<file path="config.mk">
export PLATFORM = sky130hd
export DESIGN_NAME = parallel_fault_recorder
export DESIGN_NICKNAME = d
export VERILOG_FILES = /design/src/common/fault_rec_pkg.sv /design/src/hdl/record_store.sv /design/src/hdl/parallel_fault_recorder.sv
export SDC_FILE = /design/constraint.sdc
export NUM_CORES = 2
export LEC_CHECK = 0
export BUFFER_PORTS_ARGS = -buffer_cell sky130_fd_sc_hd__buf_2
export CORE_ASPECT_RATIO = 1.75
export CORE_MARGIN = 2
export CORE_UTILIZATION = 35
export CTS_BUF_LIST = sky130_fd_sc_hd__clkbuf_4 sky130_fd_sc_hd__clkbuf_8 sky130_fd_sc_hd__clkbuf_16
export CTS_CLUSTER_SIZE = 28
export DETAILED_ROUTE_END_ITERATION = 8
export HOLD_SLACK_MARGIN = 0.05
export PLACE_DENSITY_LB_ADDON = 0.12
export SYNTH_ARGS = -nofsm -noshare
export SYNTH_HDL_FRONTEND = slang
export SYNTH_SLANG_ARGS = --single-unit
</file>
<file path="constraint.sdc">
create_clock -name clk_sys -period 22.6 [get_ports clk_sys]
set_clock_uncertainty 0.1 [all_clocks]
set_input_delay 2.26 -clock clk_sys [delete_from_list [all_inputs] [get_ports clk_sys]]
set_output_delay 2.26 -clock clk_sys [all_outputs]
set_load 0.05 [all_outputs]
</file>
<file path="src/common/fault_rec_pkg.sv">
// How it works
// - Parallel record holds at most two faults; the late one is a multiply overflow.
// - Fault call syncs; a pending late fault yields one combined record.
// - Parallel handler entry clears trace enable; return restores the old value.
// - Parallel handler is always entered through a supervisor call.
// - Fault n entry sits at new frame pointer minus 8 minus n times 32.
// - Primary fault fills first 32 bytes; others go to the optional section.
// - Override word: type 00H at new_frame_pointer-18, count at new_frame_pointer-20.
// - Extra faults get 32-byte entries from new_frame_pointer-65: type, subtype, ip, data.
// - Non-parallel handler mode follows entry type; handler addresses are word aligned.
// - Handler return resumes the pending program at the resume pointer.
// - Faults raised before execution resume at the faulting instruction.
// - Integer overflow still writes the overflowed result to the destination.
// - Operation, constraint, trace, zero-divide, length faults resumable; overflow not.
// - Resume pointer is saved in the faulting frame at previous frame pointer plus 8.
// - Resume pointer names faulting or next instruction, or is flagged undefined.
// - Parallel return continues at the next instruction not yet executed.
// - Faults combine only while the no-imprecise flag is zero.
// - Any undefined resume pointer makes the parallel resume pointer undefined.
// - Frame pointer rounds up to 16 bytes, then 80 record bytes are reserved.
package fault_rec_pkg;

  localparam int unsigned AW = 32;
  localparam int unsigned IDX_W = 5;
  localparam int unsigned REC_WORDS = 25;
  localparam int unsigned MAX_FAULTS = 2;
  localparam int unsigned SYNC_CYCLES = 4;

  // ----------------------------------------------------------------
  // Frame and record geometry (bytes)
  // ----------------------------------------------------------------
  localparam logic [31:0] FRAME_ALIGN_M1 = 32'h0000_000F;
  localparam logic [31:0] REC_ALLOC = 32'h0000_0050;
  localparam logic [31:0] REC_BELOW = 32'h0000_0060;
  localparam logic [31:0] RSM_PFP_OFS = 32'h0000_0008;
  localparam int unsigned ENTRY_HDR = 8;
  localparam int unsigned ENTRY_BYTES = 32;
  localparam int unsigned SEC_N = 2;

  // ----------------------------------------------------------------
  // Word indices, word 0 sits at new_frame_pointer-96, word 24 is the saved pointer
  // ----------------------------------------------------------------
  localparam logic [4:0] IDX_OVR = 5'h13;
  localparam logic [4:0] IDX_DATA = 5'h12;
  localparam logic [4:0] IDX_PC = 5'h14;
  localparam logic [4:0] IDX_AC = 5'h15;
  localparam logic [4:0] IDX_TYPE = 5'h16;
  localparam logic [4:0] IDX_IP = 5'h17;
  localparam logic [4:0] IDX_RSM = 5'h18;
  localparam logic [4:0] IDX_LAST = 5'h18;
  localparam logic [4:0] SEC_TYPE_IDX =
    5'((32'(REC_BELOW) - ENTRY_HDR - SEC_N * ENTRY_BYTES) / 4);
  localparam logic [4:0] SEC_IP_IDX = 5'(SEC_TYPE_IDX + 5'h01);
  localparam logic [4:0] SEC_DATA_IDX =
    5'((32'(REC_BELOW) - (SEC_N + 1) * ENTRY_BYTES) / 4);

  // ----------------------------------------------------------------
  // Field positions and codes
  // ----------------------------------------------------------------
  localparam int unsigned TYPE_LSB = 16;
  localparam int unsigned SUB_LSB = 0;
  localparam int unsigned OVERRIDE_TYPE_FIELD_LSB = 16;
  localparam int unsigned OCOUNT_LSB = 0;
  localparam logic [7:0] FT_PARALLEL = 8'h00;
  localparam logic [7:0] FT_NONE = 8'hFF;
  localparam logic [7:0] FT_TRACE = 8'h01;
  localparam logic [7:0] FT_OPERATION = 8'h02;
  localparam logic [7:0] FT_ARITH = 8'h03;
  localparam logic [7:0] FT_CONSTRAINT = 8'h05;
  localparam logic [7:0] FT_PROTECTION = 8'h07;
  localparam logic [7:0] ST_INT_OVF = 8'h01;
  localparam logic [7:0] ST_ZERO_DIV = 8'h02;
  localparam logic [7:0] ST_LENGTH = 8'h02;
  localparam logic [31:0] WORD_ALIGN_MASK = 32'hFFFF_FFFC;

  typedef struct packed {
    logic [7:0] ftype;
    logic [7:0] fsub;
    logic [31:0] ip;
    logic [31:0] data;
    logic [31:0] rsm;
    logic rsm_def;
    logic [31:0] result;
    logic [4:0] dest;
  } fault_info_t;

  typedef struct packed {
    logic [31:0] ip;
    logic sup_mode;
  } handler_entry_t;

  typedef struct packed {
    logic [31:0] ip;
    logic [31:0] frame;
    logic sup_mode;
    logic parallel;
  } call_t;

  typedef enum logic [2:0] {
    ST_IDLE = 3'h0,
    ST_SYNC = 3'h1,
    ST_BUILD = 3'h3,
    ST_RD = 3'h2,
    ST_WR = 3'h6,
    ST_CALL = 3'h7,
    ST_HAND = 3'h5
  } state_t;

endpackage : fault_rec_pkg

</file>
<file path="src/hdl/record_store.sv">
`timescale 1ns/1ns
module record_store #(
  parameter int unsigned W = 32,
  parameter int unsigned DEPTH = 25,
  parameter int unsigned IW = 5
) (
  input wire logic clk_sys,
  input wire logic wr_en,
  input wire logic [IW-1:0] wr_idx,
  input wire logic [W-1:0] wr_data,
  input wire logic [IW-1:0] rd_idx,
  output logic [W-1:0] rd_data_q
);

  logic [W-1:0] mem [DEPTH];

  always_ff @(posedge clk_sys) begin
    if (wr_en) begin
      mem[wr_idx] <= wr_data;
    end
  end

  // Registered read keeps the memory write port glitch free
  always_ff @(posedge clk_sys) begin
    rd_data_q <= mem[rd_idx];
  end

endmodule : record_store

</file>
<file path="src/hdl/parallel_fault_recorder.sv">
`timescale 1ns/1ns
module parallel_fault_recorder #(
  parameter int unsigned SYNC_CYCLES = fault_rec_pkg::SYNC_CYCLES
) (
  input wire logic clk_sys,
  input wire logic rst,
  input wire logic fault_req,
  input fault_rec_pkg::fault_info_t fault_info,
  input wire logic late_ovf_valid,
  input fault_rec_pkg::fault_info_t late_ovf_info,
  input wire logic no_imprecise_flag,
  input wire logic pc_trace_enable,
  input wire logic [31:0] pc_word,
  input wire logic [31:0] ac_word,
  input wire logic [31:0] stack_ptr,
  input wire logic [31:0] prev_fp,
  input wire logic [31:0] next_ip,
  input fault_rec_pkg::handler_entry_t fault_entry,
  input fault_rec_pkg::handler_entry_t parallel_entry,
  input wire logic mem_wr_ready,
  input wire logic handler_ret,
  output logic busy,
  output logic mem_wr_valid,
  output logic [31:0] mem_wr_addr,
  output logic [31:0] mem_wr_data,
  output logic rf_wr_en,
  output logic [4:0] rf_wr_idx,
  output logic [31:0] rf_wr_data,
  output logic call_valid,
  output fault_rec_pkg::call_t call,
  output logic trace_enable_bit,
  output logic resume_valid,
  output logic [31:0] resume_pointer,
  output logic resume_defined,
  output logic resumable
);

  // ----------------------------------------------------------------
  // Helpers
  // ----------------------------------------------------------------
  function automatic logic is_resumable(input logic [7:0] t, input logic [7:0] s);
    logic r;
    r = 1'b0;
    if (t == fault_rec_pkg::FT_OPERATION || t == fault_rec_pkg::FT_CONSTRAINT ||
        t == fault_rec_pkg::FT_TRACE) begin
      r = 1'b1;
    end
    if (t == fault_rec_pkg::FT_ARITH && s == fault_rec_pkg::ST_ZERO_DIV) begin
      r = 1'b1;
    end
    if (t == fault_rec_pkg::FT_PROTECTION && s == fault_rec_pkg::ST_LENGTH) begin
      r = 1'b1;
    end
    return r;
  endfunction : is_resumable

  function automatic logic is_int_ovf(input fault_rec_pkg::fault_info_t f);
    return f.ftype == fault_rec_pkg::FT_ARITH && f.fsub == fault_rec_pkg::ST_INT_OVF;
  endfunction : is_int_ovf

  function automatic logic [31:0] type_word(input fault_rec_pkg::fault_info_t f);
    logic [31:0] w;
    w = '0;
    w[fault_rec_pkg::TYPE_LSB +: 8] = f.ftype;
    w[fault_rec_pkg::SUB_LSB +: 8] = f.fsub;
    return w;
  endfunction : type_word

  // ----------------------------------------------------------------
  // State
  // ----------------------------------------------------------------
  fault_rec_pkg::state_t state_q;
  fault_rec_pkg::fault_info_t prim_q;
  fault_rec_pkg::fault_info_t sec_q;
  fault_rec_pkg::fault_info_t pend_info_q;
  logic pend_q;
  logic take_pend;
  logic par_q;
  logic [7:0] sync_cnt_q;
  logic [4:0] widx_q;
  logic [4:0] ridx_q;
  logic [31:0] frame_q;
  logic [31:0] pfp_q;
  logic [31:0] pc_q;
  logic [31:0] ac_q;
  logic [31:0] rsm_q;
  logic rsm_def_q;
  logic res_q;
  logic trace_saved_q;
  logic [31:0] wdata;
  logic [31:0] fp_round;
  logic sync_done;
  logic rf_pend_q;
  logic [4:0] rf_pend_idx_q;
  logic [31:0] rf_pend_data_q;

  assign sync_done = (sync_cnt_q == 8'(SYNC_CYCLES - 1));
  assign take_pend = (state_q == fault_rec_pkg::ST_IDLE && !fault_req && pend_q) ||
                     (state_q == fault_rec_pkg::ST_SYNC && sync_done && pend_q &&
                      !no_imprecise_flag);
  assign fp_round = (stack_ptr + fault_rec_pkg::FRAME_ALIGN_M1) &
                    ~fault_rec_pkg::FRAME_ALIGN_M1;

  // ----------------------------------------------------------------
  // Late multiply overflow holding register
  // ----------------------------------------------------------------
  // Only the multiply overflow can arrive late, so it is the only second entry
  always_ff @(posedge clk_sys or posedge rst) begin
    if (rst) begin
      pend_q <= 1'b0;
      pend_info_q <= '0;
    end else if (late_ovf_valid) begin
      pend_q <= 1'b1;
      pend_info_q <= late_ovf_info;
    end else if (take_pend) begin
      pend_q <= 1'b0;
    end
  end

  // ----------------------------------------------------------------
  // Sequencer
  // ----------------------------------------------------------------
  always_ff @(posedge clk_sys or posedge rst) begin
    if (rst) begin
      state_q <= fault_rec_pkg::ST_IDLE;
      prim_q <= '0;
      sec_q <= '0;
      par_q <= 1'b0;
      sync_cnt_q <= '0;
      widx_q <= '0;
      ridx_q <= '0;
      frame_q <= '0;
      pfp_q <= '0;
      pc_q <= '0;
      ac_q <= '0;
    end else begin
      case (state_q)
        fault_rec_pkg::ST_IDLE: begin
          if (fault_req || pend_q) begin
            prim_q <= fault_req ? fault_info : pend_info_q;
            par_q <= 1'b0;
            sync_cnt_q <= '0;
            frame_q <= fp_round + fault_rec_pkg::REC_ALLOC;
            pfp_q <= prev_fp;
            pc_q <= pc_word;
            ac_q <= ac_word;
            state_q <= fault_rec_pkg::ST_SYNC;
          end
        end
        fault_rec_pkg::ST_SYNC: begin
          sync_cnt_q <= sync_cnt_q + 8'h01;
          if (sync_done) begin
            // A late fault held back by the no-imprecise flag stays pending
            if (pend_q && !no_imprecise_flag) begin
              sec_q <= pend_info_q;
              par_q <= 1'b1;
            end
            widx_q <= '0;
            state_q <= fault_rec_pkg::ST_BUILD;
          end
        end
        fault_rec_pkg::ST_BUILD: begin
          widx_q <= widx_q + 5'h01;
          if (widx_q == fault_rec_pkg::IDX_LAST) begin
            ridx_q <= '0;
            state_q <= fault_rec_pkg::ST_RD;
          end
        end
        fault_rec_pkg::ST_RD: begin
          state_q <= fault_rec_pkg::ST_WR;
        end
        fault_rec_pkg::ST_WR: begin
          if (mem_wr_ready) begin
            ridx_q <= ridx_q + 5'h01;
            state_q <= (ridx_q == fault_rec_pkg::IDX_LAST) ?
                       fault_rec_pkg::ST_CALL : fault_rec_pkg::ST_RD;
          end
        end
        fault_rec_pkg::ST_CALL: begin
          state_q <= fault_rec_pkg::ST_HAND;
        end
        fault_rec_pkg::ST_HAND: begin
          if (handler_ret) begin
            state_q <= fault_rec_pkg::ST_IDLE;
          end
        end
        default: begin
          state_q <= fault_rec_pkg::ST_IDLE;
        end
      endcase
    end
  end

  // ----------------------------------------------------------------
  // Resume pointer and resumability
  // ----------------------------------------------------------------
  always_ff @(posedge clk_sys or posedge rst) begin
    if (rst) begin
      rsm_q <= '0;
      rsm_def_q <= 1'b0;
      res_q <= 1'b0;
    end else if (state_q == fault_rec_pkg::ST_SYNC && sync_done) begin
      if (pend_q && !no_imprecise_flag) begin
        rsm_q <= next_ip;
        rsm_def_q <= prim_q.rsm_def && pend_info_q.rsm_def;
        res_q <= is_resumable(prim_q.ftype, prim_q.fsub) &&
                 is_resumable(pend_info_q.ftype, pend_info_q.fsub);
      end else begin
        // Faults taken before execution point back at the instruction itself
        rsm_q <= (prim_q.ftype == fault_rec_pkg::FT_OPERATION) ?
                 prim_q.ip : prim_q.rsm;
        rsm_def_q <= prim_q.rsm_def;
        res_q <= is_resumable(prim_q.ftype, prim_q.fsub);
      end
    end
  end

  // ----------------------------------------------------------------
  // Record image
  // ----------------------------------------------------------------
  always_comb begin
    wdata = '0;
    case (widx_q)
      fault_rec_pkg::IDX_OVR: begin
        wdata[fault_rec_pkg::OVERRIDE_TYPE_FIELD_LSB +: 8] = par_q ?
          fault_rec_pkg::FT_PARALLEL : fault_rec_pkg::FT_NONE;
        wdata[fault_rec_pkg::OCOUNT_LSB +: 8] = par_q ?
          8'(fault_rec_pkg::MAX_FAULTS) : 8'h01;
      end
      fault_rec_pkg::IDX_PC: wdata = pc_q;
      fault_rec_pkg::IDX_AC: wdata = ac_q;
      fault_rec_pkg::IDX_TYPE: wdata = type_word(prim_q);
      fault_rec_pkg::IDX_IP: wdata = prim_q.ip;
      fault_rec_pkg::IDX_DATA: wdata = prim_q.data;
      fault_rec_pkg::IDX_RSM: wdata = rsm_q;
      fault_rec_pkg::SEC_TYPE_IDX: wdata = par_q ? type_word(sec_q) : '0;
      fault_rec_pkg::SEC_IP_IDX: wdata = par_q ? sec_q.ip : '0;
      fault_rec_pkg::SEC_DATA_IDX: wdata = par_q ? sec_q.data : '0;
      default: wdata = '0;
    endcase
  end

  record_store #(
    .W(32),
    .DEPTH(fault_rec_pkg::REC_WORDS),
    .IW(fault_rec_pkg::IDX_W)
  ) u_store (
    .clk_sys(clk_sys),
    .wr_en(state_q == fault_rec_pkg::ST_BUILD),
    .wr_idx(widx_q),
    .wr_data(wdata),
    .rd_idx(ridx_q),
    .rd_data_q(mem_wr_data)
  );

  // ----------------------------------------------------------------
  // Memory write port
  // ----------------------------------------------------------------
  always_ff @(posedge clk_sys or posedge rst) begin
    if (rst) begin
      mem_wr_valid <= 1'b0;
      mem_wr_addr <= '0;
    end else if (state_q == fault_rec_pkg::ST_RD) begin
      mem_wr_valid <= 1'b1;
      if (ridx_q == fault_rec_pkg::IDX_RSM) begin
        mem_wr_addr <= pfp_q + fault_rec_pkg::RSM_PFP_OFS;
      end else begin
        mem_wr_addr <= frame_q - fault_rec_pkg::REC_BELOW +
                       32'({ridx_q, 2'b00});
      end
    end else if (state_q == fault_rec_pkg::ST_WR && mem_wr_ready) begin
      mem_wr_valid <= 1'b0;
    end
  end

  // ----------------------------------------------------------------
  // Handler call, trace enable and resume
  // ----------------------------------------------------------------
  always_ff @(posedge clk_sys or posedge rst) begin
    if (rst) begin
      call_valid <= 1'b0;
      call <= '0;
      resumable <= 1'b0;
    end else begin
      call_valid <= (state_q == fault_rec_pkg::ST_CALL);
      if (state_q == fault_rec_pkg::ST_CALL) begin
        call.frame <= frame_q;
        call.parallel <= par_q;
        resumable <= res_q;
        if (par_q) begin
          call.ip <= parallel_entry.ip & fault_rec_pkg::WORD_ALIGN_MASK;
          call.sup_mode <= 1'b1;
        end else begin
          call.ip <= fault_entry.ip & fault_rec_pkg::WORD_ALIGN_MASK;
          call.sup_mode <= fault_entry.sup_mode;
        end
      end
    end
  end

  // The parallel handler must not re-enable tracing, or it would trap itself
  always_ff @(posedge clk_sys or posedge rst) begin
    if (rst) begin
      trace_enable_bit <= 1'b0;
      trace_saved_q <= 1'b0;
    end else if (state_q == fault_rec_pkg::ST_IDLE) begin
      trace_enable_bit <= pc_trace_enable;
    end else if (state_q == fault_rec_pkg::ST_CALL && par_q) begin
      trace_saved_q <= trace_enable_bit;
      trace_enable_bit <= 1'b0;
    end else if (state_q == fault_rec_pkg::ST_HAND && handler_ret && par_q) begin
      trace_enable_bit <= trace_saved_q;
    end
  end

  always_ff @(posedge clk_sys or posedge rst) begin
    if (rst) begin
      resume_valid <= 1'b0;
      resume_pointer <= '0;
      resume_defined <= 1'b0;
      busy <= 1'b0;
    end else begin
      busy <= (state_q != fault_rec_pkg::ST_IDLE) || fault_req || pend_q;
      resume_valid <= (state_q == fault_rec_pkg::ST_HAND) && handler_ret;
      if (state_q == fault_rec_pkg::ST_CALL) begin
        resume_pointer <= rsm_q;
        resume_defined <= rsm_def_q;
      end
    end
  end

  // ----------------------------------------------------------------
  // Destination write of an overflowed result
  // ----------------------------------------------------------------
  // A late overflow and a fresh overflow can meet; the fresh one waits a cycle
  always_ff @(posedge clk_sys or posedge rst) begin
    if (rst) begin
      rf_wr_en <= 1'b0;
      rf_wr_idx <= '0;
      rf_wr_data <= '0;
      rf_pend_q <= 1'b0;
      rf_pend_idx_q <= '0;
      rf_pend_data_q <= '0;
    end else begin
      rf_wr_en <= 1'b0;
      if (late_ovf_valid) begin
        rf_wr_en <= 1'b1;
        rf_wr_idx <= late_ovf_info.dest;
        rf_wr_data <= late_ovf_info.result;
        if (fault_req && is_int_ovf(fault_info)) begin
          rf_pend_q <= 1'b1;
          rf_pend_idx_q <= fault_info.dest;
          rf_pend_data_q <= fault_info.result;
        end
      end else if (rf_pend_q) begin
        rf_wr_en <= 1'b1;
        rf_wr_idx <= rf_pend_idx_q;
        rf_wr_data <= rf_pend_data_q;
        rf_pend_q <= 1'b0;
      end else if (fault_req && is_int_ovf(fault_info)) begin
        rf_wr_en <= 1'b1;
        rf_wr_idx <= fault_info.dest;
        rf_wr_data <= fault_info.result;
      end
    end
  end

endmodule : parallel_fault_recorder

</file>
Word level (Yosys, flattened, before mapping) --
Memory sizes are Yosys's and may differ from the RTL's. A register that Yosys moved wholly into a read port is not among the register bits. Cells that the tools add are included.
Storage, ports and cells: bits in registers 742, bits in latches 0, memory bits (writable) 800, ROM bits 0, output and inout port bits 207, logic and storage cells 211, memories kept 1
Operators by class: add/subtract/negate cells 8, multipliers 0, divide/modulo/power cells 0, order comparisons 0, equality and inequality tests 38, shifts and indexed selects 0, mux-type cells 65, bitwise gates (word level) 1, reductions and logical operators 47
Memories:
- u_store.mem | words 25, bits a word 32, rd ports 1, clocked after Yosys merged registers in 1, wr ports 1, line record_store.sv:15 | logic [W-1:0] mem [DEPTH];
Operator list (count):
- 32-bit two-way mux | 9
- 8-bit case mux with 10 select lines | 2
- 150-bit two-way mux | 1
- 8-bit case mux with 8 select lines | 2
- 32-bit by 4-bit adder with 32-bit output, second input constant | 2
- 8-bit by 2-bit == test with 1-bit output, second input constant | 8
- 5-bit == test, second input constant | 8
- 32-bit by 7-bit adder with 32-bit output | 1
- 32-bit by 7-bit adder with 32-bit output, second input constant | 1
- 8-bit by 3-bit == test with 1-bit output, second input constant | 4
- 32-bit by 7-bit subtractor with 32-bit output, second input constant | 1
- 1-bit two-way mux | 30
- 5-bit two-way mux | 6
- 8-bit by 1-bit == test with 1-bit output, second input constant | 3
- 24-bit two-way mux | 1
- 3-bit case mux with 7 select lines | 1
- 5-bit case mux with 2 select lines | 2
- 1-bit logical AND | 18
- 3-bit two-way mux | 6
- 8-bit two-way mux | 2
- 8-bit case mux with 2 select lines | 1
- 5-bit by 1-bit adder with 5-bit output, second input constant | 2
- 5-bit by 3-bit == test with 1-bit output, second input constant | 2
- 2-bit inequality test, second input constant | 5
- 18 further kinds | 41

Longest topological paths before layout --
depth in word-level cells 10, depth in mapped cells 16, gate-level depth less buffers 15

Hierarchy --
A second synthesis with hierarchy kept.
Unflattened totals: cell total of the unflattened synthesis 4650, area total of the unflattened synthesis 63998.9 um^2
Modules (own cells, without submodules):
- parallel_fault_recorder | instances 1, cells an instance 3287, area each 32996.6 um^2, sequential area each 17391.7 um^2
- record_store | instances 1, cells an instance 1363, area each 31002.2 um^2, sequential area each 24663.7 um^2

Worst setup path after synthesis --
Ideal clock, no wire load.
path type input to register, from input stack_ptr[3], to register frame_q[31], arrival time 4.473 ns, required time 22.371 ns, path slack 17.899 ns, stages 10, cell sequence o41ai_4 nor3_4 and3_2 and3_1 buf_4 xnor2_1 or4_4 a2111oi_4 xnor2_1 o21ai_1
Between the ends: cells in the longest elaborated chain, start to end 2
RTL lines:
- from (decl) | line parallel_fault_recorder.sv:15 | input wire logic [31:0] stack_ptr,
- 32-bit by 4-bit adder with 32-bit output | line parallel_fault_recorder.sv:101 | assign fp_round = (stack_ptr + fault_rec_pkg::FRAME_ALIGN_M1) &
- 32-bit by 7-bit adder with 32-bit output | line parallel_fault_recorder.sv:143 | frame_q <= fp_round + fault_rec_pkg::REC_ALLOC;
- to (signal assigned) | line parallel_fault_recorder.sv:143
- to (decl) | line parallel_fault_recorder.sv:82 | logic [31:0] frame_q;
No other way between the ends. A chain may end at the register's enable or synchronous reset.

==> results.md <==
- Clk sinks: 1527
- Critical Path AT: between 7000 and 8000 ps
- IO Port Bufs: 729
- Vias: between 40000 and 50000
- DR iter-0 viols: ~2800
- Site row count: slightly above 200
- Worst r2r src: ridx_q[0]$_DFFE_PP0P_
- Async set-reset flop share out of synthesis: 0.4551
- WP buf/inv: 7
- Max Freq: ~150 MHz
- P&R area growth vs syn: 18.65%
- Die width: between 300 and 400 µm
- Max Cap Violations: 0
- Final Cycle Share: 0.2867
- Final Hold Vio Count: 0
- Ordered cell list for the critical path: buf_2, inv_8, buf_4, buf_4, buf_4, buf_12, buf_4
- Post-synth EDFFs: 800
- RSZ-0062 raised after global routing: false
- Commonest register cell after synthesis: edfxtp_1
- Final Critical Period: about 6500 ps
- Yosys reg bits: between 1500 and 2000
- Hold Crit Class: reg -> reg
- DIE HEIGHT: approximately 570 µm
- Top post-synthesis cells by area: edfxtp_1, dfrtp_1, mux4_2
- Vias in the first global route: around 42000
- Avg Inst Size Synth: approximately 14 µm²
- Post-Route WL: about 220 mm
- First-pass GRT wire length: 307.1 mm
- Pleak: between 0.03 and 0.04 µW
- Post-layout util: 0.4172
- Post-DP HPWL: 142.6 mm
- CTS Buf Count: approximately 160
- Most common cell in the netlist: nand2_1
- Final Hold Slack: 369.6 ps
- Core Area: ~180000 µm²
- CP Data Required Time: between 20000 and 25000 ps
- Final WS setup: roughly 16000 ps
- Slowest cell on crit path: buf_4
- Count of cell types in the netlist: 77
- Setup TNS: 0 ps
- Initial antenna violation count: a little over 80
- CP Capture Type: async pin
- Starting Density: 0.3516
- Antenna violation net count after detailed routing: 0
- Maximum vdd drop: between 0.07 and 0.08 mV
- Final setup violation count: 0
- Largest net degree at the start of global routing: between 200 and 250
- Share of the synthesized area in the top cell type: 0.3763
- CP max FO: roughly 130
- Syn Inst Count: roughly 4500
- CP top delay family: buffers and inverters
- Slew @ Worst Pin: 1285 ps
- Crit path launch: rst
- I/O pin total: roughly 740
- CTS tree: done
- Yosys top cell by area: edfxtp_1
- Mapped cell area: approximately 64000 µm²
- Tot GR Track Use: 0.2299
- Outcome: finished clean
- Setup Fix Bufs, Post-CTS: 0
- Layout cells sized above 1: 0.3118
- Pre-CTS setup slack: around 15000 ps
- CTS H-tree depth: 4
- Number of max-slew violations in the final report: 0
- Drt pass-1 iters: 9
- Post-CTS Hold Buffers: 0
- Setup crit start kind: primary input
- Die ar.: 186000 µm²
- Ys Warns: 0
- # resized after CTS: 0
- Slew headroom: 0.1433
- Post-synth top cells: nand2_1, edfxtp_1, dfrtp_1
- Longest Clk Path Bufs: 4
- Pwr dens: 95.49 nW/µm²
- NumNets Final: between 5000 and 6000
- Worst skew pair latency: a little over 800 ps
- Max incr delay on CP: between 800 and 900 ps
- Vias per inst: roughly 5.2
- Final estimated routing congestion in global placement: 0.8114
- Drt wl/cell: around 28 µm
- Clk slew on worst S/H paths: 60 ps
- Grt ovf: 0
- Root Buffer: clkbuf_16
- Register-to-register setup slack: ~18000 ps
- Hold path startpoint: call[37]$_DFFE_PP0P_
- CP most frequent cell: buf_4
- Sequential fraction of the synthesis area: 0.6588
- CP Class: in -> async
- DRC violations left: 0
power by group:
group | switching (µW) | total [µW] | internal (µW)
sequential | 122 | 3150 | 3020
clock | 1130 | 2650 | 1520
combinational | 828 | 1440 | 608
cell families after synthesis:
family	after synthesis	synth area share
XOR/XNOR	85	0.01178
AND/OR/NAND/NOR	1106	0.07115
AO/OA/AOI/OAI	699	0.06594
adder cells (fa/ha/maj)	40	0.007938
other	1	0.00005875
multiplexers	734	0.1642
buffers and inverters	333	0.02013
flip-flops	1527	0.6588
layout make-up:
type | instances | area, µm²
antenna | 23 | 57.56
inverter | 57 | 221.5
clock inverter | 54 | 516.7
fill | 17020 | 105800
tap | 2403 | 3007
timing repair buffer | 834 | 4487
clock buffer | 223 | 4637
multi-input combinational | 2670 | 20740
sequential | 1527 | 42070
path summary, 6_finish.rpt:
path                                                 end  cells after the start
min                                 call[37]$_DFFE_PP0P_                      2
min in group asynchronous       rf_wr_idx[0]$_DFFE_PP0P_                      2
max                          pend_info_q[88]$_DFFE_PP0P_                      7
max reg2reg                u_store.rd_data_q[29]$_DFF_P_                      6
min reg2reg                         call[37]$_DFFE_PP0P_                      2
max in group clk_sys       u_store.rd_data_q[29]$_DFF_P_                      6
per-layer routing:
layer	wire length, µm	GRT usage	share of wire	vias up
li1	-	-	-	18210
met1	88220	0.2917	0.41	20830
met2	107400	0.3929	0.50	1247
met3	14080	0.05372	0.065	373
met4	5870	0.06162	0.027	92
met5	592	0	0.0027	-
registers in the layout, indices dropped and copies added (netlist names), 8 cells and up, named ones only:
register	flops
rsm_q	32
mem_wr_addr	32
pend_info_q	113
pc_q	32
rf_wr_data	32
call	60
ac_q	32
rf_pend_data_q	32
u_store.mem	800
resume_pointer	32
pfp_q	32
prim_q	113
sec_q	80
u_store.rd_data_q	32
sync_cnt_q	8
frame_q	28
metrics by stage:
stage	power, µW	instances	area [µm²]
after floorplan	4192	4530	63850
after global placement	4673	7491	70530
after detailed placement	4682	7491	70530
after CTS	7347	7768	75680
final	7232	7791	75740
after global routing	7519	7777	75700
placed cells by master, fill, tap and decap left out, types with 9 or more instances in the layout:
cell,Yosys,final
inv_1,55,52
a21o_1,13,13
nor2_2,1,26
buf_4,7,102
clkinv_2,0,20
nand3_1,35,34
a22oi_1,74,74
o211ai_1,22,22
o2111ai_2,0,9
dfrtp_1,695,688
nand4_1,13,13
buf_2,6,727
edfxtp_1,800,800
xor2_1,35,35
xnor2_1,49,49
nand2_1,838,835
a222oi_1,32,32
mux2i_1,246,246
o21ai_0,391,390
mux2_2,264,264
clkbuf_8,0,20
nor2_1,128,97
dfxtp_1,32,32
clkinv_1,0,10
clkbuf_4,0,41
diode_2,0,23
clkbuf_16,0,162
and3_1,11,10
nor3_1,16,14
a21oi_1,88,88
ha_1,38,38
a221oi_1,11,11
mux4_2,224,224
worst min-delay path, stage by stage (launching register included):
cell	delay [ps]
dfrtp_1	340
nand2_1	40
o21ai_0	50
Note: power is estimated with default switching activity, not from simulation.
